==> src/inc/awu_cfg.svh <==
// awu_cfg.svh: offsets, field positions, reset values and timing counts
// of the timed-halt wake-up block.
// assumes: included by bare name; holds definitions only.
`ifndef AWU_CFG_SVH
`define AWU_CFG_SVH

// ----------------------------------------------------------------------
// register indices (printed offsets) and byte addresses on the bus
// ----------------------------------------------------------------------
`define AWU_PRESC_IDX      12'h049
`define AWU_CSR_IDX        12'h04A
`define AWU_PRESC_ADDR     (`AWU_PRESC_IDX << 2)
`define AWU_CSR_ADDR       (`AWU_CSR_IDX << 2)

// ----------------------------------------------------------------------
// fields and reset values
// ----------------------------------------------------------------------
`define AWU_BIT_ENABLE     0
`define AWU_BIT_MEASURE    1
`define AWU_BIT_FLAG       2
`define AWU_CSR_RESET      8'h00
`define AWU_PRESC_RESET    8'hFF
`define AWU_PRESC_ZERO     8'h00

// ----------------------------------------------------------------------
// instruction and timing
// ----------------------------------------------------------------------
`define AWU_HALT_OPCODE    8'h8E
`define AWU_FIXED_DIV      64
`define AWU_STAB_CYCLES    64
`define AWU_RC_START_TICKS 8'h04

// ----------------------------------------------------------------------
// bus response codes
// ----------------------------------------------------------------------
`define AWU_RESP_OKAY      2'h0
`define AWU_RESP_DECERR    2'h3

`endif

==> src/inc/awu_pkg.sv <==
// awu_pkg.sv: types shared by the timed-halt wake-up block.
// assumes: constants live in awu_cfg.svh.
package awu_pkg;

  typedef enum logic [1:0] {
    AWU_RUN       = 2'b00,
    AWU_HALT_WAIT = 2'b01,
    AWU_STABILIZE = 2'b10
  } awu_state_t;

endpackage

==> src/design/awu_prescaler.sv <==
// awu_prescaler.sv: rc start-up skip, fixed divide-by-64 and 8-bit
// programmable divide; pulses done once per halt unless run drops before the delay elapses.
// assumes: rc_tick is already in the clk domain, one cycle per rc edge.
`timescale 1ns/10ps
`include "awu_cfg.svh"
module awu_prescaler
#(
  parameter logic [7:0] START_TICKS = `AWU_RC_START_TICKS
)
(
  input  wire logic       clk,
  input  wire logic       rst,
  input  wire logic       ce,
  input  wire logic       start,
  input  wire logic       run,
  input  wire logic       rc_tick,
  input  wire logic [7:0] presc,
  output logic            done
);

  logic       active;
  logic [7:0] st_cnt;
  logic [5:0] div_cnt;
  logic [7:0] pre_cnt;

  wire starting = (st_cnt != START_TICKS);
  wire div_wrap = (div_cnt == 6'(`AWU_FIXED_DIV - 1));
  wire pre_last = (pre_cnt == presc);

  always_ff @(posedge clk or posedge rst)
  begin
    if (rst)
    begin
      active  <= 1'b0;
      done    <= 1'b0;
      st_cnt  <= 8'h00;
      div_cnt <= 6'h00;
      pre_cnt <= 8'h01;
    end
    else if (ce)
    begin
      done <= 1'b0;
      if (!run)
        active <= 1'b0;
      else if (start)
      begin
        st_cnt  <= 8'h00;
        div_cnt <= 6'h00;
        pre_cnt <= 8'h01;
        // zero divide fires at once (only reachable in that variant)
        active  <= (presc != `AWU_PRESC_ZERO);
        done    <= (presc == `AWU_PRESC_ZERO);
      end
      else if (active && rc_tick)
      begin
        if (starting)
          st_cnt <= st_cnt + 8'h01;
        else
        begin
          div_cnt <= div_cnt + 6'h01;
          if (div_wrap)
          begin
            if (pre_last)
            begin
              done   <= 1'b1;
              active <= 1'b0;
            end
            else
              pre_cnt <= pre_cnt + 8'h01;
          end
        end
      end
    end
  end

endmodule

==> src/design/awu_sync_edge.sv <==
// awu_sync_edge.sv: two-flop synchroniser with rising-edge detect.
// assumes: the input may change at any time relative to clk.
`timescale 1ns/10ps
module awu_sync_edge
(
  input  wire logic clk,
  input  wire logic rst,
  input  wire logic ce,
  input  wire logic async_in,
  output logic      level,
  output logic      rise
);

  logic sync1;
  logic sync2;
  logic prev;

  // sync1 feeds only sync2 so a metastable sample never reaches logic
  always_ff @(posedge clk or posedge rst)
  begin
    if (rst)
    begin
      sync1 <= 1'b0;
      sync2 <= 1'b0;
      prev  <= 1'b0;
    end
    else if (ce)
    begin
      sync1 <= async_in;
      sync2 <= sync1;
      prev  <= sync2;
    end
  end

  assign level = sync2;
  assign rise  = sync2 & ~prev;

endmodule

==> src/design/awu_top.sv <==
// awu_top.sv: timed wake-up from halt, register file on AXI4-Lite,
// halt sequencing and clock/oscillator controls.
// assumes: the cpu presents fetched opcodes on FETCH_*, the rc clock
// arrives on RC_CLK and is sampled on SYS_CLK.
`timescale 1ns/10ps
`include "awu_cfg.svh"
module awu_top
#(
  parameter int         ADDR_W        = 12,
  parameter bit         ZERO_IMMEDIATE = 1'b0,
  parameter logic [7:0] RC_START_TICKS = `AWU_RC_START_TICKS,
  parameter int         STAB_CYCLES   = `AWU_STAB_CYCLES
)
(
  input  wire logic              SYS_CLK,
  input  wire logic              RST,
  input  wire logic              CLK_EN,
  input  wire logic [ADDR_W-1:0] S_AXI_AWADDR,
  input  wire logic              S_AXI_AWVALID,
  output logic                   S_AXI_AWREADY,
  input  wire logic [31:0]       S_AXI_WDATA,
  input  wire logic [3:0]        S_AXI_WSTRB,
  input  wire logic              S_AXI_WVALID,
  output logic                   S_AXI_WREADY,
  output logic [1:0]             S_AXI_BRESP,
  output logic                   S_AXI_BVALID,
  input  wire logic              S_AXI_BREADY,
  input  wire logic [ADDR_W-1:0] S_AXI_ARADDR,
  input  wire logic              S_AXI_ARVALID,
  output logic                   S_AXI_ARREADY,
  output logic [31:0]            S_AXI_RDATA,
  output logic [1:0]             S_AXI_RRESP,
  output logic                   S_AXI_RVALID,
  input  wire logic              S_AXI_RREADY,
  input  wire logic [7:0]        FETCH_OPCODE,
  input  wire logic              FETCH_VALID,
  input  wire logic              EXT_WAKE_IRQ,
  input  wire logic              WDG_ENABLED,
  input  wire logic              WATCHDOG_IN_HALT_OPTION,
  input  wire logic              RC_CLK,
  output logic                   RC_OSC_EN,
  output logic                   CAPTURE_CLK,
  output logic                   MAIN_OSC_EN,
  output logic                   PERIPH_CLK_EN,
  output logic                   CPU_RUN,
  output logic                   WAKEUP_IRQ,
  output logic                   IRQ_MASK_CLR,
  output logic                   WDG_RESET_REQ,
  output logic                   PLAIN_HALT_REQ,
  output logic                   TIMED_HALT_MODE
);

  // ----------------------------------------------------------------------
  // elaboration checks
  // ----------------------------------------------------------------------
  if (ADDR_W < 10 || STAB_CYCLES < 1 || STAB_CYCLES > 127)
  begin : g_bad_param
    $error("awu_top: ADDR_W or STAB_CYCLES out of range");
  end

  function automatic logic addr_is(input logic [ADDR_W-1:0] a, input logic [11:0] b);
    addr_is = (a[ADDR_W-1:2] == (ADDR_W-2)'(b >> 2));
  endfunction

  // ----------------------------------------------------------------------
  // registers and state
  // ----------------------------------------------------------------------
  awu_pkg::awu_state_t state;
  awu_pkg::awu_state_t next_state;
  logic [7:0]          wakeup_prescaler;
  logic                wakeup_enable;
  logic                wakeup_measure;
  logic                wakeup_flag;
  logic [6:0]          stab_cnt;
  logic                aw_hold;
  logic                w_hold;
  logic [ADDR_W-1:0]   aw_addr;
  logic [31:0]         w_data;
  logic                w_strb0;
  logic                rc_level;
  logic                rc_rise;
  logic                presc_done;
  localparam logic [7:0] CSR_RESET = `AWU_CSR_RESET;

  // ----------------------------------------------------------------------
  // decode
  // ----------------------------------------------------------------------
  wire aw_fire     = S_AXI_AWVALID && S_AXI_AWREADY;
  wire w_fire      = S_AXI_WVALID && S_AXI_WREADY;
  wire ar_fire     = S_AXI_ARVALID && S_AXI_ARREADY;
  wire wr_go       = aw_hold && w_hold && !S_AXI_BVALID;
  wire wr_presc    = wr_go && w_strb0 && addr_is(aw_addr, `AWU_PRESC_ADDR);
  wire wr_csr      = wr_go && w_strb0 && addr_is(aw_addr, `AWU_CSR_ADDR);
  wire wr_hit      = addr_is(aw_addr, `AWU_PRESC_ADDR) || addr_is(aw_addr, `AWU_CSR_ADDR);
  wire rd_presc    = addr_is(S_AXI_ARADDR, `AWU_PRESC_ADDR);
  wire rd_csr      = addr_is(S_AXI_ARADDR, `AWU_CSR_ADDR);
  wire csr_read    = ar_fire && rd_csr;
  wire presc_zero  = (w_data[7:0] == `AWU_PRESC_ZERO);
  wire presc_load  = wr_presc && (ZERO_IMMEDIATE || !presc_zero);
  wire in_run      = (state == awu_pkg::AWU_RUN);
  wire in_halt     = (state == awu_pkg::AWU_HALT_WAIT);
  wire halt_fetch  = in_run && FETCH_VALID && (FETCH_OPCODE == `AWU_HALT_OPCODE);
  wire wdg_trip    = halt_fetch && WDG_ENABLED && !WATCHDOG_IN_HALT_OPTION;
  wire timed_entry = halt_fetch && !wdg_trip && wakeup_enable;
  wire plain_entry = halt_fetch && !wdg_trip && !wakeup_enable;
  wire stab_last   = (stab_cnt == 7'(STAB_CYCLES - 1));
  wire next_flag   = presc_done || (wakeup_flag && !csr_read);
  wire [7:0] csr_value = {5'h00, wakeup_flag, wakeup_measure, wakeup_enable};
  wire [7:0] rd_value  = rd_presc ? wakeup_prescaler : (rd_csr ? csr_value : 8'h00);

  assign S_AXI_AWREADY = !aw_hold && !S_AXI_BVALID;
  assign S_AXI_WREADY  = !w_hold && !S_AXI_BVALID;
  assign S_AXI_ARREADY = !S_AXI_RVALID;

  // ----------------------------------------------------------------------
  // rc clock sampling and delay counting
  // ----------------------------------------------------------------------
  awu_sync_edge u_rc_sync
  (
    .clk      (SYS_CLK),
    .rst      (RST),
    .ce       (CLK_EN),
    .async_in (RC_CLK),
    .level    (rc_level),
    .rise     (rc_rise)
  );

  // elapsed pulse is born in the clk domain from synchronised rc edges
  awu_prescaler #(.START_TICKS(RC_START_TICKS)) u_presc
  (
    .clk     (SYS_CLK),
    .rst     (RST),
    .ce      (CLK_EN),
    .start   (timed_entry),
    .run     (in_halt || timed_entry),
    .rc_tick (rc_rise),
    .presc   (wakeup_prescaler),
    .done    (presc_done)
  );

  // ----------------------------------------------------------------------
  // halt sequencer
  // ----------------------------------------------------------------------
  always_comb
  begin
    next_state = state;
    unique case (state)
      awu_pkg::AWU_RUN:
        if (timed_entry)
          // a pending interrupt wakes at once since the mask is cleared
          next_state = EXT_WAKE_IRQ ? awu_pkg::AWU_STABILIZE : awu_pkg::AWU_HALT_WAIT;
      awu_pkg::AWU_HALT_WAIT:
        if (presc_done || EXT_WAKE_IRQ)
          next_state = awu_pkg::AWU_STABILIZE;
      awu_pkg::AWU_STABILIZE:
        if (stab_last)
          next_state = awu_pkg::AWU_RUN;
      default:
        next_state = awu_pkg::AWU_RUN;
    endcase
  end

  always_ff @(posedge SYS_CLK or posedge RST)
  begin
    if (RST)
    begin
      state    <= awu_pkg::AWU_RUN;
      stab_cnt <= 7'h00;
    end
    else if (CLK_EN)
    begin
      state    <= next_state;
      stab_cnt <= (state == awu_pkg::AWU_STABILIZE) ? stab_cnt + 7'h01 : 7'h00;
    end
  end

  // ----------------------------------------------------------------------
  // register file
  // ----------------------------------------------------------------------
  always_ff @(posedge SYS_CLK or posedge RST)
  begin
    if (RST)
    begin
      wakeup_prescaler <= `AWU_PRESC_RESET;
      wakeup_enable    <= CSR_RESET[`AWU_BIT_ENABLE];
      wakeup_measure   <= CSR_RESET[`AWU_BIT_MEASURE];
      wakeup_flag      <= CSR_RESET[`AWU_BIT_FLAG];
    end
    else if (CLK_EN)
    begin
      if (presc_load)
        wakeup_prescaler <= w_data[7:0];
      if (wr_csr)
      begin
        wakeup_enable  <= w_data[`AWU_BIT_ENABLE];
        wakeup_measure <= w_data[`AWU_BIT_MEASURE];
      end
      // flag bit of a write is never used; set wins over read-clear
      wakeup_flag <= next_flag;
    end
  end

  // ----------------------------------------------------------------------
  // AXI4-Lite slave
  // ----------------------------------------------------------------------
  always_ff @(posedge SYS_CLK or posedge RST)
  begin
    if (RST)
    begin
      aw_hold      <= 1'b0;
      w_hold       <= 1'b0;
      aw_addr      <= '0;
      w_data       <= 32'h0000_0000;
      w_strb0      <= 1'b0;
      S_AXI_BVALID <= 1'b0;
      S_AXI_BRESP  <= `AWU_RESP_OKAY;
      S_AXI_RVALID <= 1'b0;
      S_AXI_RDATA  <= 32'h0000_0000;
      S_AXI_RRESP  <= `AWU_RESP_OKAY;
    end
    else if (CLK_EN)
    begin
      if (aw_fire)
      begin
        aw_hold <= 1'b1;
        aw_addr <= S_AXI_AWADDR;
      end
      if (w_fire)
      begin
        w_hold  <= 1'b1;
        w_data  <= S_AXI_WDATA;
        w_strb0 <= S_AXI_WSTRB[0];
      end
      if (wr_go)
      begin
        aw_hold      <= 1'b0;
        w_hold       <= 1'b0;
        S_AXI_BVALID <= 1'b1;
        S_AXI_BRESP  <= wr_hit ? `AWU_RESP_OKAY : `AWU_RESP_DECERR;
      end
      else if (S_AXI_BVALID && S_AXI_BREADY)
        S_AXI_BVALID <= 1'b0;
      if (ar_fire)
      begin
        S_AXI_RVALID <= 1'b1;
        S_AXI_RDATA  <= {24'h00_0000, rd_value};
        S_AXI_RRESP  <= (rd_presc || rd_csr) ? `AWU_RESP_OKAY : `AWU_RESP_DECERR;
      end
      else if (S_AXI_RVALID && S_AXI_RREADY)
        S_AXI_RVALID <= 1'b0;
    end
  end

  // ----------------------------------------------------------------------
  // clock, oscillator and cpu controls
  // ----------------------------------------------------------------------
  always_ff @(posedge SYS_CLK or posedge RST)
  begin
    if (RST)
    begin
      RC_OSC_EN   <= 1'b0;
      CAPTURE_CLK <= 1'b0;
    end
    else if (CLK_EN)
    begin
      RC_OSC_EN   <= (next_state == awu_pkg::AWU_HALT_WAIT) || wakeup_measure;
      // measurement path only in run; capture sees the rc clock a few
      // cycles late, which is harmless for period measurement
      CAPTURE_CLK <= wakeup_measure && in_run && rc_level;
    end
  end

  assign MAIN_OSC_EN     = !in_halt;
  assign PERIPH_CLK_EN   = in_run;
  assign CPU_RUN         = in_run;
  assign WAKEUP_IRQ      = wakeup_flag;
  assign IRQ_MASK_CLR    = timed_entry;
  assign WDG_RESET_REQ   = wdg_trip;
  assign PLAIN_HALT_REQ  = plain_entry;
  assign TIMED_HALT_MODE = in_halt;

  // ----------------------------------------------------------------------
  // assertions
  // ----------------------------------------------------------------------
  AST_TIMED_ENTRY: assert property (@(posedge SYS_CLK) disable iff (RST)
    (CLK_EN && timed_entry) |=> !in_run && !PLAIN_HALT_REQ)
    else $error("timed halt not entered");

  AST_MASK_CLR: assert property (@(posedge SYS_CLK) disable iff (RST)
    (CLK_EN && in_run && next_state != awu_pkg::AWU_RUN) |-> IRQ_MASK_CLR)
    else $error("mask not cleared on halt entry");

  AST_CLOCKS_OFF: assert property (@(posedge SYS_CLK) disable iff (RST)
    in_halt |-> !MAIN_OSC_EN && !PERIPH_CLK_EN && RC_OSC_EN)
    else $error("clocks running in timed halt");

  AST_FLAG_SET: assert property (@(posedge SYS_CLK) disable iff (RST)
    (CLK_EN && presc_done) |=> WAKEUP_IRQ && state == awu_pkg::AWU_STABILIZE)
    else $error("flag or wake missing after delay");

  AST_READ_CLR: assert property (@(posedge SYS_CLK) disable iff (RST)
    (CLK_EN && csr_read && !presc_done) |=> !WAKEUP_IRQ)
    else $error("read did not clear flag");

  AST_FLAG_NOWRITE: assert property (@(posedge SYS_CLK) disable iff (RST)
    (CLK_EN && wr_csr && !presc_done && !csr_read) |=> $stable(wakeup_flag))
    else $error("write changed flag");

  AST_STAB_LEN: assert property (@(posedge SYS_CLK) disable iff (RST)
    (CLK_EN && state == awu_pkg::AWU_STABILIZE && stab_cnt != 7'(STAB_CYCLES - 1))
      |=> state == awu_pkg::AWU_STABILIZE)
    else $error("stabilisation delay wrong");

  AST_WDG_TRIP: assert property (@(posedge SYS_CLK) disable iff (RST)
    (CLK_EN && halt_fetch && WDG_ENABLED && !WATCHDOG_IN_HALT_OPTION)
      |-> WDG_RESET_REQ ##1 in_run)
    else $error("watchdog halt not turned into reset");

  AST_EXT_WAKE: assert property (@(posedge SYS_CLK) disable iff (RST)
    (CLK_EN && in_halt && EXT_WAKE_IRQ) |=> state == awu_pkg::AWU_STABILIZE)
    else $error("external interrupt did not wake");

  AST_ZERO_KEEP: assert property (@(posedge SYS_CLK) disable iff (RST)
    (CLK_EN && wr_presc && presc_zero && !ZERO_IMMEDIATE) |=> $stable(wakeup_prescaler))
    else $error("zero prescaler write accepted");

endmodule

==> config.mk <==
export PLATFORM = sky130hd
export DESIGN_NAME = awu_top
export DESIGN_NICKNAME = d
export VERILOG_FILES = /design/src/inc/awu_pkg.sv /design/src/design/awu_prescaler.sv /design/src/design/awu_sync_edge.sv /design/src/design/awu_top.sv
export VERILOG_INCLUDE_DIRS = /design/src /design/src/inc
export SDC_FILE = /design/constraint.sdc
export NUM_CORES = 1
export LEC_CHECK = 0
export BUFFER_PORTS_ARGS = -buffer_cell sky130_fd_sc_hd__buf_2
export CORE_MARGIN = 2
export CORE_UTILIZATION = 46
export CTS_BUF_LIST = sky130_fd_sc_hd__clkbuf_16
export DETAILED_ROUTE_END_ITERATION = 16
export PLACE_DENSITY = 0.76
export SLEW_MARGIN = 20
export SYNTH_ARGS = -nofsm -noshare
export SYNTH_HDL_FRONTEND = slang
export SYNTH_SLANG_ARGS = --single-unit
==> constraint.sdc <==
create_clock -name SYS_CLK -period 2.6 [get_ports SYS_CLK]
set_clock_uncertainty 0.15 [all_clocks]
set_input_delay 0.52 -clock SYS_CLK [delete_from_list [all_inputs] [get_ports SYS_CLK]]
set_output_delay 0.52 -clock SYS_CLK [all_outputs]
set_load 0.01 [all_outputs]
Word-level counts from Yosys, hierarchy flattened. Index checks and enable logic that the tools add are counted.

Flip-flop bits (word level): 86. Input bits: 81. Output and inout bits: 51. Logic and storage cells: 157.

Add/subtract/negate cells: 4. Equality and inequality tests: 18. Multiplexer cells: 41. Bitwise operators: 2. Reduce and logical (&&, ||, !) cells: 66.

Operators by type and width (count): 8-bit 2-to-1 mux (9); 10-bit by 7-bit == test with 1-bit output (second input constant) (4); 1-bit logical AND (25); 1-bit 2-to-1 mux (20); 2-bit AND reduction (10); 6-bit 2-to-1 mux (3); 8-bit by 1-bit adder with 8-bit output (second input constant) (2); 8-bit zero test (2); 2-bit nonzero test (7); 2-bit 2-to-1 mux (6); 3-bit != test (second input constant) (4); 1-bit zero test (10); 8-bit == test (1); 8-bit == test (second input constant) (1); 8-bit by 3-bit != test with 1-bit output (second input constant) (1); 4-bit AND reduction (2); 8-bit nonzero test (1); 7-bit by 1-bit adder with 7-bit output (second input constant) (1); 7-bit by 6-bit == test with 1-bit output (second input constant) (1); 7-bit 2-to-1 mux (1); 6-bit by 1-bit adder with 6-bit output (second input constant) (1); 6-bit == test (second input constant) (1); 1-bit logical OR (6); 2-bit case mux with 3 select lines (1); 9 further kinds (11).

Longest topological paths before layout. Gate-level depths: netlist of the first run.

Word-level depth: 12. Gate-level depth with buffers: 8. Gate-level depth less buffers: 7.

Modules after synthesis. Synthesis of the first run repeated with hierarchy kept, for this count alone.

Cell total of the unflattened synthesis: 392. Area, all modules: 4292.9 µm².

Modules (own cells, without submodules): awu_top (instances 1, cells each 232, area an instance 2713.9 µm², sequential area each 1386.3 µm²); awu_prescaler (instances 1, cells each 152, area an instance 1460.2 µm², sequential area each 601.8 µm²); awu_sync_edge (instances 1, cells each 8, area an instance 118.9 µm², sequential area each 75.1 µm²).

Worst setup path after synthesis of the first run. No wires, ideal clock.

Kind: register -> register. From: register u_presc.st_cnt[0]. To: register u_presc.pre_cnt[5]. Library setup time: 0.078 ns. Arrival: 2.481 ns. Data required time: 2.372 ns. Setup slack: -0.109 ns. Cell stages (with the launch flop): 8. Path buffers: 0. Period minus slack after synthesis: 2.709 ns. Cells stage by stage: dfrtp_1 inv_1 ha_1 or4b_4 or4_1 a211o_1 or4_1 a21oi_1.

Longest elaborated chain between the ends: 3.

Ends and longest elaborated chain: start: declaration (RTL line awu_prescaler.sv:22) `logic [7:0] st_cnt;`; start signal: assignment (RTL line awu_prescaler.sv:57) `st_cnt <= st_cnt + 8'h01;`; 8-bit by 3-bit != test with 1-bit output (RTL line awu_prescaler.sv:26) `wire starting = (st_cnt != START_TICKS);`; 2-bit != test (no line); 6-bit AND reduction (no line); end signal: assignment (RTL line awu_prescaler.sv:69) `pre_cnt <= pre_cnt + 8'h01;`; end: declaration (RTL line awu_prescaler.sv:24) `logic [7:0] pre_cnt;`.

Every way passes these cells. A chain may end at the register's enable or synchronous reset.

Worst setup path after layout of the first run.
From: register u_presc.st_cnt[0]. To: register u_presc.pre_cnt[7].

Same word-level chain as after synthesis.

==> run summary, run 1 <==
The run finished, with violations left. The checks that failed: setup timing. Setup violations remaining at the end of the flow were counted as 7. The count of flip-flops with a built-in enable after synthesis came out at 0. The fraction of layout cells with a size suffix above 1 came out at 37.13%. The worst setup slack for register-to-register paths is -90 ps.

The HPWL after detailed placement is 6.786 mm. The top-level I/O count came out at 132. The net count of the finished layout came out at 590. Clock-pin slew was measured on the worst setup and hold paths at 60 ps. The type of element launching the critical path is a flop.

The area of the core region is 8763 um^2. The CTS tree is yes. Setup total negative slack on the finished layout was measured at -382.7 ps. The global routing usage on met3 is 3.865%. After layout, the minimum clock period comes to about 2700 ps.

The congestion estimate from routability-driven global placement came to 0.8028. From synthesis to final layout, the design area changed by 24.46%. For this run, the detailed router's first-pass iteration total came to 4. The depth of the CTS H-tree came out at 3. The number of clock buffers added by TritonCTS is 9. The die is 99.20 um tall.

The first routing iteration left 226 violations. The total DRC errors in the routed layout is 0. The mapped cell area came out at 4169 um^2.

The register cell area after layout is 2063 um^2. The cell leakage power came out at 2.467 nW. The worst setup path endpoint is u_presc.pre_cnt[7]. In this run the critical register-to-register path is launched from u_presc.st_cnt[0]. At the worst endpoint, the required time is 2710 ps. The number of cell instances on the worst register-to-register path came out at 8. STA classifies the critical path endpoint as a flop. After synthesis the netlist holds a flip-flop and latch count of 82. The via count of the first global-routing pass is approximately 3400.

The number of diodes is 0. The biggest area consumer among synthesized cells is dfrtp_1. Tracing the worst setup path back leads to its startpoint at u_presc.st_cnt[0]. The detail route stage leaves a number of antenna-violating nets equal to 0. After synthesis, the largest area contributor takes up 43.82% of total cell area. The power density normalized to cell area came out at 703.5 nW/um^2. Setup repair after global routing could not meet its margin everywhere. The average via count per standard cell is 5.493. The detailed-route wire length is a little under 10 mm. The maximum clock rate is 0.3718 GHz. Summed over all layers, the global routing overflow is 0. The count of input and output buffers is 76. The total placed instance area is 4736 um^2. The async set or reset register ratio after synthesis came out at 100.0%.

Of the available clock period, the critical path in the final layout requires 103.5%. The maximum fanout encountered on the critical timing path came out at 4. The mean routed wirelength per cell is 15.92 um.

Fill cells in the final layout number 726. The footprint of the multi-input gates is 2016 um^2. The max-slew violation total from the final report came out at 0. The path class of the tightest hold or removal check is input port to asynchronous set/reset pin. The total count of hold-check failures in the final report is 0.

The worst-case setup margin in the final layout came out at -89.94 ps. The initial antenna violation count came out at 0. The met2 track utilization from global routing came out at 34.98%. After synthesis, the cell types taking the most area are dfrtp_1, mux2_2, dfstp_2, buf_4, nand2_1. The global router's overall resource usage came out at 20.19%. The post-cts hold buffer count is 0.

The distinct cell type count after synthesis is ~50. The initial cell density of the core is 47.57%. The transition time at the pin with the least slew margin is 661.5 ps.

The clock tree root buffer cell is clkbuf_16. The first-pass GRT wire length is between 15 and 20 mm. The cell area after layout is 5189 um^2. The library cell used most frequently in the layout, excluding fill and tap cells, is buf_2. The maximum buffer depth of the clock tree is 2. The later-pin clock latency in the skew report came out at between 300 and 400 ps.

The tool flagged a number of max-cap violations equal to 0. The number of warnings printed during yosys synthesis came out at 0. Across the VDD grid, the largest voltage drop is 0.6628 mV. Detailed routing inserted a total of 3389 vias. The most frequently used flop master after synthesis is dfrtp_1. met2 is the most crowded layer. The post-synthesis average cell area came out at 10.27 um^2. The site row count is 34. The width of the die is 99.20 um. Entering global routing, the biggest net connects 40 pins.

The die covers 9841 um^2. After detailed placement, the design holds a cell count of about 600. Headroom to the max-slew limit came out at 55.49%. The final cell utilization of the core is 59.21%.

The arrival time at the worst endpoint came out at between 2000 and 3000 ps. The total power is 3.650 mW. The met1 track demand over resource came out at 25.84%. The count of mapped cells out of synthesis is 406. In the layout the commonest cells are buf_2, dfrtp_1, nand2_1. Once layout is complete, the cells apart from fillers number 617.

The sequential cell area fraction in the yosys report is roughly half. The critical path in this run is classified as flop to flop. The clock drives about 80 sinks.

The endpoint identified for the worst register-to-register timing path is u_presc.pre_cnt[7].
[report_power, final]
group | internal [mW] | leakage [nW] | total [mW] | switching, mW
Clock | 0.841 | 0.159 | 1.37 | 0.525
Combinational | 0.308 | 1.27 | 0.595 | 0.287
Sequential | 1.50 | 1.04 | 1.69 | 0.188
Total | 2.65 | 2.47 | 3.65 | 1.00
[through the flow]
stage               hold WS, ps  setup WS [ps]
floorplan                 322.4         -12.29
global placement          300.1         -62.23
detailed placement        301.8         -141.3
CTS                       152.4         -63.22
global route              175.5         -164.4
finish                    134.2         -89.94
[worst min-delay path by stage]
stage | start | to | slack (ps) | cells after the start
CTS | RST | aw_hold | 150 | 2
finish | RST | aw_addr[7] | 130 | 2
floorplan | aw_addr[8] | aw_addr[8] | 320 | 1
global route | RST | aw_hold | 180 | 2
global placement | S_AXI_RDATA[6] | S_AXI_RDATA[6] | 300 | 2
detailed placement | S_AXI_RDATA[5] | S_AXI_RDATA[5] | 300 | 2
[worst max-delay path, cell delays in order (launching register included)]
cell and delay, ps:
dfrtp_1 400, inv_2 90, ha_4 120, or4b_4 470, or4_4 450, a211o_4 320
buf_4 150, or3_4 360, a21oi_2 120
[cells in the mapped netlist, types with 8 or more instances]
cell type and number:
nand3_1 21, nand2_1 44, nor4_1 8, dfrtp_1 73, dfstp_2 9, xor2_1 12
inv_1 10, o21ai_0 21, a21oi_1 19, clkbuf_1 9, nor2_1 20, buf_4 27
mux2_2 32, or3_1 12
[sequential cells by signal, summed over array words and instances (netlist names), 6 cells and up]
register	count
wakeup_prescaler	8
stab_cnt	7
u_presc.pre_cnt	8
u_presc.st_cnt	8
S_AXI_RDATA	8
w_data	8
aw_addr	10
u_presc.div_cnt	6
[cell type report]
class                           count  area share [%]
Clock buffer                        9           4.340
Clock inverter                      7           1.784
Inverter                           10          0.7958
Multi-Input combinational cell    298           38.85
Sequential cell                    82           39.76
Tap cell                          108           2.604
Timing Repair Buffer              103           11.86
[repair_timing]
item	CTS	global route
hold endpoints to repair	0	0
setup buffers	2	1
gates cloned	0	0
setup endpoints to repair	10	17
gates resized for setup	11	17
pin swaps	5	2
[layer usage]
metal / up-vias / wire [um]
met4: 0 / 66
met2: 135 / 4964
met5: - / 0
met1: 1628 / 4154
li1: 1618 / -
met3: 8 / 638
[cells by family (layout without fill, tap and decap cells)]
group                      Yosys count  after routing  synth area share (%)
DFF                                 82             82                 49.49
muxes                               33             33                 8.884
xor gates and xnor gates            12             12                 2.521
and+or+nand+nor                    157            157                 20.44
AOI/OAI and AO/OA                   67             67                 10.23
buffers and inverters               49            129                 6.843
other                                1             24               0.08995
adders and majority gates            5              5                 1.501
No activity file was read; power rests on OpenSTA's default activity.
==> run 2, diff against run 1 <==
Settings changed: CORE_UTILIZATION 46 to 50, PLACE_DENSITY 0.76 to 0.79.
Clock period 2.6 ns to 2.5 ns, I/O delays scaled along.
==> run 2 against run 1 <==
Against the previous run:
- the run still ends with setup timing left
- maximum frequency grew 1.2%
- critical path depth unchanged
- sequential cell count unchanged
- non-clock buffer count up 9
- global-route usage increased by 3.3 points
- sequential share of layout area decreased by 0.52 points
- first-iteration DRC count up 25%
- total power up 7.2%
- design area grew 1.4%
- hold slack got worse by 29 ps
- sequential power grew 4%
- routed wire length is 2.4% higher
==> run summary, run 2 (synthesized netlist as in run 1, its figures left out) <==
The tree is rooted in a clkbuf_16. The library cell used most frequently in the layout, excluding fill and tap cells, is buf_2. The data required time of the worst path came out at 2620 ps. TritonCTS built the clock tree. The later-pin clock latency in the skew report is 340 ps. By startpoint and endpoint, the worst setup path is classified as flop to flop. The final cell count without fillers is 624.

Across all layers, the routed design uses ~3600 vias. The net count of the finished layout came out at 600. The count of routing violations after the opening detailed-route iteration is ~280. The total grt overflow came out at 0.

The post-route antenna net violation count came out at 0. The site row count came out at 33. The cell area after layout is 5261 um^2.

The mean routed wirelength per cell came out at 16.12 um. The HPWL after detailed placement is 6.879 mm. The placed cell count came out at 600. The arrival time at the worst endpoint came out at roughly 2800 ps. The tightest min-delay check is of the input port to asynchronous set/reset pin type.

The depth of the CTS H-tree came out at 3. After detailed routing, the total wire length is 10.06 mm. The total count of hold-check failures in the final report came out at 0.

The maximum buffer depth of the clock tree came out at 2. Setup repair after global routing could not meet its margin everywhere. The checks that failed: setup timing. The number of hold buffers added after CTS was 0. The final cell utilization of the core is 64.68%.

The number of flip-flops under the largest register name is 10. The placement-stage worst setup slack came out at -248.3 ps. The top cell types in the final layout, fill and taps aside, are buf_2, dfrtp_1, nand2_1. Summing all placed instances gives a cell area of 4757 um^2. The floorplan die area came out at 9084 um^2. The area of the core region is 8134 um^2. The max-slew violation total from the final report is 0. Once routing completed, OpenROAD measured the worst setup slack at -158.5 ps. The maximum clock rate is 0.3761 GHz. The number of iterations in the first detailed-routing pass came out at 4. The cell with the largest stage delay on the worst path is or4b_4. The top-level I/O count came out at 132. The tightest hold margin is about 100 ps. The dominant delay contributor by cell family on the critical path is simple AND/OR/NAND/NOR gates. The minimum period implied by the final worst setup slack is 2659 ps. The initial cell density of the core came out at between 50% and 60%. The largest vdd supply drop came out at about 0.64 mV. Dividing the final minimum period by the clock period gives 106.3%. For this run, design rule violations remaining after detail routing come to 0. The number of cells on the worst reg-to-reg path is 8. The register ranked first by flip-flop count is aw_addr.

The largest net degree at the start of global routing came out at 34. The total of endpoints with negative setup slack in the final report is 10. The vertical die dimension is 95.31 um. After detailed routing, the number of vias per cell comes to between 5 and 6. The first global-routing pass estimated ~16 mm of wire. The maximum fanout encountered on the critical timing path came out at 5. The critical path goes through inv_2 -> ha_1 -> or4b_4 -> or4_4 -> a211o_4 -> buf_4 -> or3_1 -> a21oi_2. The clock transition at the registers of the reported paths is 70 ps.

In this run the tool buffered the top-level ports with 76 buffer cells. The fill cell total of the finished layout is 603. The via count of the first global-routing pass was 3499. The CTS sink count is slightly above 80. The initial antenna violation count is 0. The type of element launching the critical path is a flop.

The width of the die came out at between 90 and 100 um. The analysis attributes to cell leakage a power of 2.504 nW. The worst register-to-register path has a setup slack of -160 ps. The endpoint type of the worst setup path is a flop. The power density normalized to cell area came out at 743.6 nW/um^2. The flow ran to the end, but the final reports show violations. The capturing point of the worst reg2reg path is u_presc.pre_cnt[4].

The largest incremental delay on the critical path is ~460 ps. The total power is 3.912 mW. The layout overhead on the synthesized area is 26.20%. The number of buffers created by CTS is 9. The number of buffers and inverters on the critical path is 2. The global router's overall resource usage came out at 23.50%. The number of diodes came out at 0. The transition time at the pin with the least slew margin came out at approximately 770 ps. The placer's final routability congestion estimate is 0.8281. The fraction of layout cells with a size suffix above 1 came out at 37.96%.

The worst register-to-register path begins at u_presc.st_cnt[0]. The final-layout setup total negative slack came out at -792.0 ps. Across the run, the number of max-cap violations was 0.

Headroom to the max-slew limit came out at 48.21%.
-- run 2: final cells by class --
| cell class | count | area (um^2) | area share [%] |
|---|---|---|---|
| tap | 105 | 131.4 | 2.497 |
| timing repair buffer | 112 | 663.1 | 12.60 |
| sequential | 82 | 2064 | 39.24 |
| clock buffer | 9 | 225.2 | 4.281 |
| clock inverter | 7 | 118.9 | 2.259 |
| multi-input combinational | 299 | 2017 | 38.34 |
| inverter | 10 | 41.29 | 0.7848 |
-- run 2: worst reg2reg max path: cells and delay by family (launching register included) --
kind	cells	cell delay, ps
and+or+nand+nor	3	1260
DFF	1	400
buffers and inverters	2	220
AOI/OAI and AO/OA	2	430
adders and majority gates	1	140
-- run 2: power by group --
group,internal (mW),switching [mW]
sequential,1.56,0.196
combinational,0.322,0.305
clock,0.978,0.551
total,2.86,1.05
-- run 2: what timing repair did --
action / in CTS / in global routing
cloned: 1 / 0
endpoints found under the setup margin: 15 / 22
setup buffers: 3 / 4
gates resized for setup: 10 / 19
pin swaps: 6 / 6
hold endpoints to repair: 0 / 0
-- run 2: worst max path at each step --
stage	startpoint	end	slack, ps	cells after the start
floorplan	u_presc.st_cnt[0]	u_presc.pre_cnt[5]	-110	7
global placement	u_presc.st_cnt[0]	u_presc.pre_cnt[5]	-180	7
detailed placement	u_presc.st_cnt[0]	u_presc.pre_cnt[5]	-250	7
CTS	u_presc.st_cnt[0]	u_presc.pre_cnt[5]	-120	7
global route	u_presc.st_cnt[0]	u_presc.pre_cnt[5]	-230	7
finish	u_presc.st_cnt[0]	u_presc.pre_cnt[4]	-160	8
-- run 2: metal layers --
layer	share of wire [%]	wire [um]	global-route usage, %	up-vias
met3	6.2	627	4.269	20
met4	2.2	224	9.420	0
met2	50	5065	40.67	137
met5	0	0	0	-
li1	-	-	-	1640
met1	41	4140	29.05	1756
==> run 3, diff against run 2 <==
Settings changed: PLACE_DENSITY 0.79 to 0.88, SYNTH_HIERARCHICAL from default to 1.
==> run 3 against run 2 <==
Against the previous run:
- the flow now finishes without violations
- non-clock buffer count shrank 10
- sequential power grew 2%
- sequential cell count is the same
- clock power shrank 11%
- combinational power grew 22%
- die area grew 2.9%
- critical endpoint is now IRQ_MASK_CLR
- largest cell class is now multi-input gates
- largest power group unchanged
==> run summary, run 3 <==
The fill cell total of the finished layout is 643. The data required time of the worst path came out at roughly 1900 ps. The total DRC errors in the routed layout came out at 0. The post-synthesis average cell area came out at 10.95 um^2. STA classifies the critical path endpoint as an output port. The area share of the leading cell type in the synthesized netlist is 42.55%.

The number of diodes came out at 0. The HPWL after detailed placement is 7.151 mm. The core region is 8258 um^2. The placed instances occupy a cell area of 4878 um^2. Dividing total power by cell area gives a power density of about 750 nW/um^2. After layout, the worst setup slack is 86.53 ps.

The most frequently used flop master after synthesis is dfrtp_1. The average via count per standard cell came out at roughly 5.7. Leaving out fill and tap cells, the most frequent cell in the layout is buf_2.

At the end of the flow, the number of nets in the layout was 579. Across every metal layer, demand over resource in global routing totals between 20% and 30%. The mapped cell area is 4293 um^2. The total count of hold-check failures in the final report was 0. Yosys instantiated no cell more often than dfrtp_1. Traced cell by cell, the critical path runs through nor2_2 -> buf_4 -> nand3_1 -> nor4b_4 -> buf_6 -> buf_2.

Adding up every negative setup slack in the final design gives 0 ps. The initial cell density of the core is between 50 and 60%. The count of input and output buffers came out at 76. The later-pin clock latency in the skew report came out at 340 ps.

The post-route antenna net violation count is 0. The Yosys step of the flow raised 6 warnings. The share of the clock period used by the worst path after layout is 96.54%.

On the critical path the largest part of the delay comes from simple AND/OR/NAND/NOR gates. The floorplan step set the die width to 96.66 um. The maximum clock rate came out at 0.4143 GHz. The worst setup path is launched from a flop. The cell leakage power is about 2.5 nW.

The placer's final routability congestion estimate came out at 0.9497. Clock-pin slew was measured on the worst setup and hold paths at around 70 ps. TritonCTS built the clock tree.

The number of buffers created by CTS is 9. In this run the worst path has a maximum fanout of 6. The critical path contains buffers and inverters numbering 3 combined. The via count of the routed design is 3449.

The largest vdd supply drop is 0.6037 mV. The register ranked first by flip-flop count is aw_addr. The initial antenna violation count came out at 0. The detailed-route wire length came out at 10.09 mm.

The class of the most critical hold timing path is input port to flop. Yosys attributes the largest share of cell area to dfrtp_1, mux2_2, dfstp_2, buf_4, nand2_1. The distinct cell type count after synthesis came out at 59. The flow ran to the end, and the final reports show no timing, DRC or antenna violations.

The flip-flop and latch count after synthesis came out at 82. The floorplan die area came out at 9343 um^2. The number of iterations in the first detailed-routing pass came out at 4.

The sequential cell area fraction in the yosys report came out at between 40% and 50%. The total grt overflow is 0. The count of routing violations after the opening detailed-route iteration came out at 298. The via count of the first global-routing pass came out at 3462.

Setup repair after global routing left no endpoint under its margin. The largest net degree at the start of global routing is 56. The number of flip-flops under the largest register name came out at 10.

Cells with a size suffix above 1 make up 37.15% of the layout. After layout, the design draws a total of 3.927 mW. The H-tree generated during clock tree synthesis spans 3 levels. The first global-routing pass estimated 16.68 mm of wire.

The synthesized design contains 0 enable-type register cells. The library cells used most frequently in the layout, excluding fill and tap cells, are buf_2, dfrtp_1, mux2_2. The total of endpoints with negative setup slack in the final report is 0. The largest incremental delay on the critical path is 450 ps. The arrival time at the worst endpoint is 1760 ps. The critical path is of the flop to output port type. The CTS sink count came out at 82. The vertical die dimension is a little under 100 um.

Summed over all instances, the cell type with the most area after synthesis is dfrtp_1. The minimum period implied by the final worst setup slack came out at 2413 ps. The max-slew violation total from the final report came to 0. The site row count is 33. Counting flops with an async set or reset pin after synthesis yields a share of 100.0%. The cell with the largest stage delay on the worst path is dfrtp_1.

The placement-stage worst setup slack is -170.4 ps. Counting every instance in the synthesized netlist gives 392. After synthesis, the most frequently instantiated cells are dfrtp_1, mux2_2, nand2_1, buf_4, nor2_1.

The clock tree root buffer cell is clkbuf_16. The layout overhead on the synthesized area came out at 21.68%. The max-cap check violation count is 0. The mean routed wirelength per cell came out at around 17 um.

During I/O placement, the number of pins put on the boundary was 132. Counting along the longest clock path gives a buffer depth of 2. After routing the design area is 5224 um^2.
-- run 3: cell types whose count changed in the layout (fill, tap and decap cells not counted), moves of 6 or more --
cell	before	now
nand2_1	44	29
a21oi_1	12	6
xnor2_1	0	12
a21oi_2	7	1
o21ai_1	6	0
a22o_1	1	7
buf_4	35	23
xor2_1	12	5
or3_1	11	1
-- run 3: worst paths after layout --
check                               start                 end  slack (ps)  cells after the start
setup / recovery                 state[0]        IRQ_MASK_CLR          90                      6
hold / removal             S_AXI_WSTRB[0]             w_strb0         210                      3
setup reg to reg                 state[0]  u_presc/pre_cnt[5]         160                      8
hold reg to reg               stab_cnt[5]         stab_cnt[5]         340                      1
max in group asynchronous             RST  u_presc/pre_cnt[0]        1280                      4
min in group asynchronous             RST      u_rc_sync/prev         440                      3
-- run 3: worst min-delay path, cell delays in order --
cell and delay, ps:
buf_2 80, nand2_1 30, o21ai_0 60
-- run 3: cell type report --
class                      instances  area (um^2)  share of cell area (%)
tap                              105        131.4                   2.515
inverter                          14        52.55                   1.006
timing repair buffer             102        594.3                   11.38
clock inverter                     7        82.58                   1.581
sequential                        82         2063                   39.50
multi-input combinational        284         2074                   39.71
clock buffer                       9        225.2                   4.311
-- run 3: cells by family (layout without fill, tap and decap cells) --
kind of cell	after synthesis	after routing	share of synthesized area (%)
buffers and inverters	49	132	7.141
AND/OR/NAND/NOR	138	138	19.12
multiplexers	35	35	9.094
adder cells (fa/ha/maj)	5	5	1.457
other	1	24	0.08735
XOR/XNOR	17	17	3.468
AO/OA/AOI/OAI	65	65	11.57
flip-flops	82	82	48.06
-- run 3: routing by layer --
metal / up-vias / global-route usage (%) / part of all wire [%]
li1: 1572 / - / -
met1: 1715 / 26.63 / 39
met2: 144 / 37.98 / 52
met3: 18 / 5.491 / 6.9
met4: 0 / 7.476 / 1.8
met5: - / 0 / 0
-- run 3: what timing repair did --
| action | in CTS | in global routing |
|---|---|---|
| buffers inserted | 0 | 2 |
| setup endpoints to repair | 0 | 3 |
| resized for setup | 0 | 3 |
| hold buffers | 1 | 0 |
| hold endpoints to repair | 3 | 0 |
-- run 3: power breakdown --
group	total, mW	internal [mW]	switching [mW]	leakage, nW
clock network	1.36	0.793	0.567	0.152
logic	0.767	0.398	0.369	1.28
registers	1.80	1.56	0.241	1.04
-- run 3: metrics by stage --
step                std cells  utilization [%]  hold WS (ps)
detailed placement        584            59.08         250.6
global route              603            63.26         233.7
floorplan                 415                -         103.6
CTS                       601            62.92         208.0
finish                    603            63.26         210.7
global placement          584            59.08         248.3
